$ cat src/hw/tbsync_regs.svh
`ifndef TBSYNC_REGS_SVH
`define TBSYNC_REGS_SVH

// ----------------------------------------
// Selector encodings (ten-bit field value)
// ----------------------------------------
`define TBS_SEL_TB_LOW_READ   10'h10c
`define TBS_SEL_TB_HIGH_READ  10'h10d
`define TBS_SEL_TB_LOW_WRITE  10'h11c
`define TBS_SEL_TB_HIGH_WRITE 10'h11d

// ----------------------------------------
// Instruction field positions
// ----------------------------------------
`define TBS_OPCD_HI    31
`define TBS_OPCD_LO    26
`define TBS_RD_HI      25
`define TBS_RD_LO      21
`define TBS_SELA_HI    20
`define TBS_SELA_LO    16
`define TBS_SELB_HI    15
`define TBS_SELB_LO    11
`define TBS_XO_HI      10
`define TBS_XO_LO      1

// ----------------------------------------
// Opcodes
// ----------------------------------------
`define TBS_OPCD_X     6'h1f
`define TBS_XO_RDTB    10'h173
`define TBS_XO_WRSPR   10'h1d3
`define TBS_XO_IOBAR   10'h356
`define TBS_XO_FULLBAR 10'h256
`define TBS_OPCD_ISB   6'h13
`define TBS_XO_ISB     10'h096

// ----------------------------------------
// Reset values
// ----------------------------------------
`define TBS_TB_RESET   64'h0

`endif

$ cat src/hw/tbs_pkg.sv
package tbs_pkg;

    typedef enum logic [2:0] {
        TBS_OP_NONE,
        TBS_OP_RD_LOW,
        TBS_OP_RD_HIGH,
        TBS_OP_WR_LOW,
        TBS_OP_WR_HIGH,
        TBS_OP_IOBAR,
        TBS_OP_FULLBAR,
        TBS_OP_ISB
    } tbs_op_e;

    typedef struct packed {
        tbs_op_e    op;
        logic [4:0] rd;
        logic       illegal;
        logic       privileged;
    } tbs_dec_s;

    typedef struct packed {
        logic        valid;
        logic [4:0]  rd;
        logic [31:0] data;
    } tbs_wb_s;

endpackage : tbs_pkg

$ cat src/hw/tbs_decode.sv
`include "tbsync_regs.svh"

module tbs_decode
    import tbs_pkg::*;
(
    input  wire logic [31:0] insn,
    output tbs_dec_s         dec
);

    timeunit 1ns;
    timeprecision 100ps;

    // ----------------------------------------
    // Field extraction
    // ----------------------------------------
    wire logic [5:0] opcd = insn[`TBS_OPCD_HI:`TBS_OPCD_LO];
    wire logic [9:0] xo   = insn[`TBS_XO_HI:`TBS_XO_LO];
    // Halves are swapped in the encoding
    wire logic [9:0] sel  = {insn[`TBS_SELB_HI:`TBS_SELB_LO],
                             insn[`TBS_SELA_HI:`TBS_SELA_LO]};
    wire logic       is_x = (opcd == `TBS_OPCD_X);
    wire logic       rdtb = is_x && (xo == `TBS_XO_RDTB);
    wire logic       wrsp = is_x && (xo == `TBS_XO_WRSPR);

    always_comb begin
        dec.op         = TBS_OP_NONE;
        dec.rd         = insn[`TBS_RD_HI:`TBS_RD_LO];
        dec.illegal    = 1'b0;
        dec.privileged = 1'b0;
        if (rdtb) begin
            case (sel)
                `TBS_SEL_TB_LOW_READ:  dec.op = TBS_OP_RD_LOW;
                `TBS_SEL_TB_HIGH_READ: dec.op = TBS_OP_RD_HIGH;
                default:               dec.illegal = 1'b1;
            endcase
        end else if (wrsp) begin
            dec.privileged = 1'b1;
            case (sel)
                `TBS_SEL_TB_LOW_WRITE:  dec.op = TBS_OP_WR_LOW;
                `TBS_SEL_TB_HIGH_WRITE: dec.op = TBS_OP_WR_HIGH;
                default:                dec.illegal = 1'b1;
            endcase
        end else if (is_x && xo == `TBS_XO_IOBAR) begin
            dec.op = TBS_OP_IOBAR;
        end else if (is_x && xo == `TBS_XO_FULLBAR) begin
            dec.op = TBS_OP_FULLBAR;
        end else if (opcd == `TBS_OPCD_ISB && xo == `TBS_XO_ISB) begin
            dec.op = TBS_OP_ISB;
        end
    end

endmodule : tbs_decode

$ cat src/hw/tbs_unit.sv
`include "tbsync_regs.svh"

module tbs_unit
    import tbs_pkg::*;
(
    input  wire logic        clk,
    input  wire logic        sys_rst,
    input  wire logic        insn_valid,
    input  wire logic [31:0] insn,
    input  wire logic [31:0] insn_pc,
    input  wire logic        supervisor,
    input  wire logic [31:0] src_data,
    input  wire logic        tb_tick,
    input  wire logic        pipe_empty,
    input  wire logic        mem_ops_done,
    input  wire logic        mem_global_done,
    output logic             insn_ready,
    output tbs_wb_s          wb,
    output logic             illegal_insn,
    output logic             priv_fault,
    output logic             fetch_flush,
    output logic [31:0]      fetch_pc,
    output logic             order_req,
    output logic             full_bar_req,
    output logic [63:0]      time_base
);

    timeunit 1ns;
    timeprecision 100ps;

    // ----------------------------------------
    // Decode
    // ----------------------------------------
    tbs_dec_s dec;

    tbs_decode u_dec (
        .insn (insn),
        .dec  (dec)
    );

    typedef enum logic [1:0] {
        TBS_ST_IDLE,
        TBS_ST_IOBAR,
        TBS_ST_ISB,
        TBS_ST_FULLBAR
    } tbs_state_e;

    tbs_state_e  state_q,   state_d;
    logic [63:0] tb_q,      tb_d;
    logic [31:0] pc_q,      pc_d;
    tbs_wb_s     wb_q,      wb_d;
    logic        ill_q,     ill_d;
    logic        pf_q,      pf_d;
    logic        flush_q,   flush_d;
    logic [31:0] fpc_q,     fpc_d;
    logic        ord_q,     ord_d;
    logic        fbar_q,    fbar_d;
    logic        rdy_q,     rdy_d;

    wire logic take     = insn_valid && rdy_q && (state_q == TBS_ST_IDLE);
    wire logic priv_bad = dec.privileged && !supervisor;
    wire logic do_op    = take && !dec.illegal && !priv_bad;
    wire logic [31:0] next_pc = insn_pc + 32'h4;

    // ----------------------------------------
    // Time base update
    // ----------------------------------------
    always_comb begin
        tb_d = tb_q + {63'h0, tb_tick};
        if (do_op && dec.op == TBS_OP_WR_LOW) begin
            tb_d = {tb_q[63:32], src_data};
        end else if (do_op && dec.op == TBS_OP_WR_HIGH) begin
            tb_d = {src_data, tb_q[31:0]};
        end
    end

    // ----------------------------------------
    // Read-back and faults
    // ----------------------------------------
    always_comb begin
        wb_d       = '0;
        wb_d.rd    = dec.rd;
        ill_d      = take && dec.illegal;
        pf_d       = take && !dec.illegal && priv_bad;
        if (do_op && dec.op == TBS_OP_RD_LOW) begin
            wb_d.valid = 1'b1;
            wb_d.data  = tb_q[31:0];
        end else if (do_op && dec.op == TBS_OP_RD_HIGH) begin
            wb_d.valid = 1'b1;
            wb_d.data  = tb_q[63:32];
        end
    end

    // ----------------------------------------
    // Barrier sequencing
    // ----------------------------------------
    always_comb begin
        state_d = state_q;
        pc_d    = pc_q;
        flush_d = 1'b0;
        fpc_d   = fpc_q;
        ord_d   = 1'b0;
        fbar_d  = 1'b0;
        rdy_d   = 1'b1;
        case (state_q)
            TBS_ST_IDLE: begin
                if (do_op && dec.op == TBS_OP_IOBAR) begin
                    state_d = TBS_ST_IOBAR;
                    ord_d   = 1'b1;
                    rdy_d   = 1'b0;
                end else if (do_op && dec.op == TBS_OP_ISB) begin
                    state_d = TBS_ST_ISB;
                    pc_d    = next_pc;
                    rdy_d   = 1'b0;
                end else if (do_op && dec.op == TBS_OP_FULLBAR) begin
                    state_d = TBS_ST_FULLBAR;
                    fbar_d  = 1'b1;
                    rdy_d   = 1'b0;
                end
            end
            TBS_ST_IOBAR: begin
                // Wait is open-ended on the memory side
                ord_d = 1'b1;
                rdy_d = 1'b0;
                if (mem_ops_done) begin
                    state_d = TBS_ST_IDLE;
                    ord_d   = 1'b0;
                    rdy_d   = 1'b1;
                end
            end
            TBS_ST_ISB: begin
                rdy_d = 1'b0;
                // Only completion, no global perform; no cache action
                if (pipe_empty) begin
                    state_d = TBS_ST_IDLE;
                    flush_d = 1'b1;
                    fpc_d   = pc_q;
                    rdy_d   = 1'b1;
                end
            end
            TBS_ST_FULLBAR: begin
                fbar_d = 1'b1;
                rdy_d  = 1'b0;
                if (pipe_empty && mem_global_done) begin
                    state_d = TBS_ST_IDLE;
                    fbar_d  = 1'b0;
                    rdy_d   = 1'b1;
                end
            end
            default: begin
                state_d = TBS_ST_IDLE;
            end
        endcase
    end

    // ----------------------------------------
    // Registers
    // ----------------------------------------
    always_ff @(posedge clk) begin
        if (sys_rst) begin
            state_q <= TBS_ST_IDLE;
            tb_q    <= `TBS_TB_RESET;
            pc_q    <= '0;
            wb_q    <= '0;
            ill_q   <= 1'b0;
            pf_q    <= 1'b0;
            flush_q <= 1'b0;
            fpc_q   <= '0;
            ord_q   <= 1'b0;
            fbar_q  <= 1'b0;
            rdy_q   <= 1'b0;
        end else begin
            state_q <= state_d;
            tb_q    <= tb_d;
            pc_q    <= pc_d;
            wb_q    <= wb_d;
            ill_q   <= ill_d;
            pf_q    <= pf_d;
            flush_q <= flush_d;
            fpc_q   <= fpc_d;
            ord_q   <= ord_d;
            fbar_q  <= fbar_d;
            rdy_q   <= rdy_d;
        end
    end

    assign insn_ready   = rdy_q;
    assign wb           = wb_q;
    assign illegal_insn = ill_q;
    assign priv_fault   = pf_q;
    assign fetch_flush  = flush_q;
    assign fetch_pc     = fpc_q;
    assign order_req    = ord_q;
    assign full_bar_req = fbar_q;
    assign time_base    = tb_q;

endmodule : tbs_unit

$ cat config.mk
export PLATFORM = sky130hd
export DESIGN_NAME = tbs_unit
export DESIGN_NICKNAME = d
export VERILOG_FILES = /design/src/hw/tbs_pkg.sv /design/src/hw/tbs_decode.sv /design/src/hw/tbs_unit.sv
export VERILOG_INCLUDE_DIRS = /design/src /design/src/hw
export SDC_FILE = /design/constraint.sdc
export NUM_CORES = 1
export LEC_CHECK = 0
export ABC_AREA = 1
export BUFFER_PORTS_ARGS = -buffer_cell sky130_fd_sc_hd__buf_2
export CAP_MARGIN = 20
export CELL_PAD_IN_SITES_DETAIL_PLACEMENT = 1
export CELL_PAD_IN_SITES_GLOBAL_PLACEMENT = 2
export CORE_MARGIN = 2
export CORE_UTILIZATION = 30
export CTS_BUF_LIST = sky130_fd_sc_hd__clkbuf_4 sky130_fd_sc_hd__clkbuf_8
export CTS_CLUSTER_SIZE = 20
export DETAILED_ROUTE_END_ITERATION = 10
export GPL_TIMING_DRIVEN = 0
export PLACE_DENSITY = 0.95
export SLEW_MARGIN = 20
export SYNTH_ARGS = -nofsm -noshare
export SYNTH_HDL_FRONTEND = slang
export SYNTH_SLANG_ARGS = --single-unit
$ cat constraint.sdc
create_clock -name clk -period 4.9 [get_ports clk]
set_input_delay 0.245 -clock clk [delete_from_list [all_inputs] [get_ports clk]]
set_output_delay 0.245 -clock clk [all_outputs]
set_load 0.05 [all_outputs]
==> flow_summary.yaml <==
outcome:
  status: "finished, final reports clean"
setup_path:
  crit_required_ns: 5.27
  ff2ff_path_depth: 11
  r2r-start: "time_base[12]"
  critPathKind: "flop to flop"
  reg2reg_to: "time_base[45]"
  cp.arrival_ns: 3.49
  end_kind: "flop"
  start_kind: "flop"
  critPathMaxFanout: 7
  r2r_slack_ns: 1.78
cts:
  root_buffer: "clkbuf_8"
  cts_resized: 0
  cts_buffers: 17
  h-tree-depth: 4
  cts.clk_slew.worst_paths_ns: 0.12
  cts_tree: "yes"
  hold_buffers: 8
  cts_buffer_depth: 2
  post_cts_buffers: 0
  clock_latency_ns: 0.51
  clkSinkCount: 174
synthesis:
  syn-num-nets: 1693
  synth_mux_area_share_pct: 0
  ys_seq_area_share_pct: 33.9
  mappedNetlistArea_sq_mm: 0.0103
  ys_types: 39
  synth_compound_area_share_pct: 12.7
  synthXorXnorAreaFrac_pct: 7.25
  synthCells: 1581
  ys_ff_latch: 174
  syn-mean-instance-area_sq_um: 6.50
  synth_fa_ha_area_share_pct: 0.974
  ys_warn_count: 0
  synth-simple-area-share_pct: 35.3
  synth_top_family_by_area: "simple AND/OR/NAND/NOR gates"
detailed_routing:
  drc: 0
  avgRoutedWirePerCell_um: 19.9
  viasPerCell: 5.08
  num_vias: 11700
  wirelength_um: 46100
  dr.pass1.iters: 5
  dr.first_iter.drc_count: 786
  final_antenna_net_count: 0
power_and_ir_drop:
  power.total_mw: 3.27
  ir_worst_vdd_mv: 0.218
  cellPowerDensity_mw_per_mm2: 262
  leakagePower_nw: 5.39
die:
  chipWidth_um: 189
  die_h_um: 189
  fp.coreArea_sq_mm: 0.0336
  die_area_sq_mm: 0.0357
  num_io_pins: 244
  initial_core_util_pct: 30.6
  fp-row-count: 67
min_path:
  whs_path_depth: 4
  hp-class: "primary input to flop"
  min_from: "insn_pc[31]"
  hold_end: "pc_q[31]"
sta:
  max-slew-margin-rel_pct: 31.9
  max_freq_mhz: 321
  tightest_slew_ns: 1.01
  finalCriticalPeriod_ns: 3.12
  hold_viol: 0
  rsz0062_at_grt: "no"
  clock_skew_ns: 0.0279
  setup_tns_ns: 0
  finalSetupViolations: 0
  finalCritPeriodShare_pct: 63.6
  drv_slew: 0
  timing.hold.ws_ns: 0.0411
cells_and_area:
  final_area_sq_mm: 0.0125
  drive_gt1_share_pct: 19.3
  multiInputGateArea_sq_mm: 0.00578
  area_growth_pct: 21.9
  nNetsFinal: 1961
  final_common_cell: "nand2_1"
  final_util_pct: 37.2
  final_cell_mix: "nand2_1 (337), buf_2 (259), nor2_1 (231)"
  fill_cells: 4484
  seqCellArea_sq_mm: 0.00348
grt:
  grt_usage_pct: 25.6
  first_global_vias: 12000
  antenna_found_initial: 3
  gr-total-overflow: 0
  grt_first_pass_wirelength_um: 69600
  grt_max_degree: 18
run:
  cap_violations: 0
place:
  place.gp.congestion: 0.951
  numPortBuffers: 241
  dpl_cell_area_sq_mm: 0.0120
  dp_hpwl_um: 37100
[per-stage QoR]
step | setup WS [ns] | std cells
2_1_floorplan | 2.36 | 1581
3_3_place_gp | 1.91 | 2270
3_5_place_dp | 1.84 | 2270
4_1_cts | 1.83 | 2310
5_1_grt | 1.64 | 2312
6_report | 1.78 | 2312
[critical path, stage by stage, from the launching register on]
cell and delay, ns:
dfxtp_1 0.36, clkbuf_1 0.31, nand2_1 0.09, nor2_1 0.33, nand2_1 0.22, nor3_1 0.82, nand3_1 0.38, xor2_1 0.24
inv_1 0.06, nor2_1 0.04, nor2_1 0.09, nor2_1 0.04
[final cells by class]
class | count | area share [%]
clock inverters | 14 | 1.18
multi-input cells | 1161 | 46.1
inverters | 182 | 5.46
plain buffers | 64 | 2.63
clock buffers | 18 | 1.98
repair buffers | 249 | 10.3
well taps | 448 | 4.48
flip-flops and latches | 174 | 27.8
diodes | 2 | 0.0400
[synth_stat cells (all sizes together)]
library cell | instances | area share, %
nand2 | 346 | 13
inv | 182 | 6.7
nand3 | 87 | 4.6
dfxtp | 174 | 34
xnor2 | 18 | 1.5
o21a | 1 | 0.073
nor3 | 44 | 2.2
o21bai | 1 | 0.073
a21oi | 118 | 5.9
and3 | 2 | 0.12
a21boi | 1 | 0.073
o21ai | 130 | 6.5
clkbuf | 32 | 1.2
a31o | 1 | 0.085
nand3b | 2 | 0.15
ha | 8 | 0.97
buf | 32 | 2.0
nor3b | 4 | 0.34
xor2 | 67 | 5.7
nand4 | 76 | 4.8
nor2 | 245 | 9.7
nor4 | 10 | 0.61
[per-layer routing]
layer	global-route usage (%)	share of wire, %	vias to the layer above
li1	-	-	5658
met1	32.2	44	5632
met2	43.7	47	382
met3	5.71	6.5	63
met4	7.75	2.5	2
met5	0	0.028	-
[sequential cells by signal, summed over array words and instances (netlist names)]
register      count
order_req         1
fetch_flush       1
priv_fault        1
fetch_pc         32
insn_ready        1
illegal_insn      1
time_base        64
state_q           2
pc_q             32
full_bar_req      1
wb               38
[worst max-delay path by stage]
stage,depth (start not counted),slack (ns),to,from
after floorplan,14,2.36,time_base[44],time_base[0]
after global placement,11,1.91,time_base[45],time_base[12]
after detailed placement,14,1.84,time_base[44],time_base[0]
after CTS,14,1.83,time_base[44],time_base[0]
after global routing,14,1.64,time_base[44],time_base[0]
final,11,1.78,time_base[45],time_base[12]
[logic make-up (layout without fill, tap and decap cells)]
kind of cell | Yosys count | after routing
AND/OR/NAND/NOR | 816 | 816
AO/OA/AOI/OAI | 252 | 252
buffers and inverters | 246 | 527
flip-flops | 174 | 174
XOR/XNOR | 85 | 85
adder cells (fa/ha/maj) | 8 | 8
other | 0 | 2
[power breakdown]
group          total (mW)  internal (mW)  switching [mW]
combinational       0.680          0.173           0.507
clock                1.06          0.433           0.622
sequential           1.54           1.49          0.0524
No activity file was read; power rests on OpenSTA's default activity.
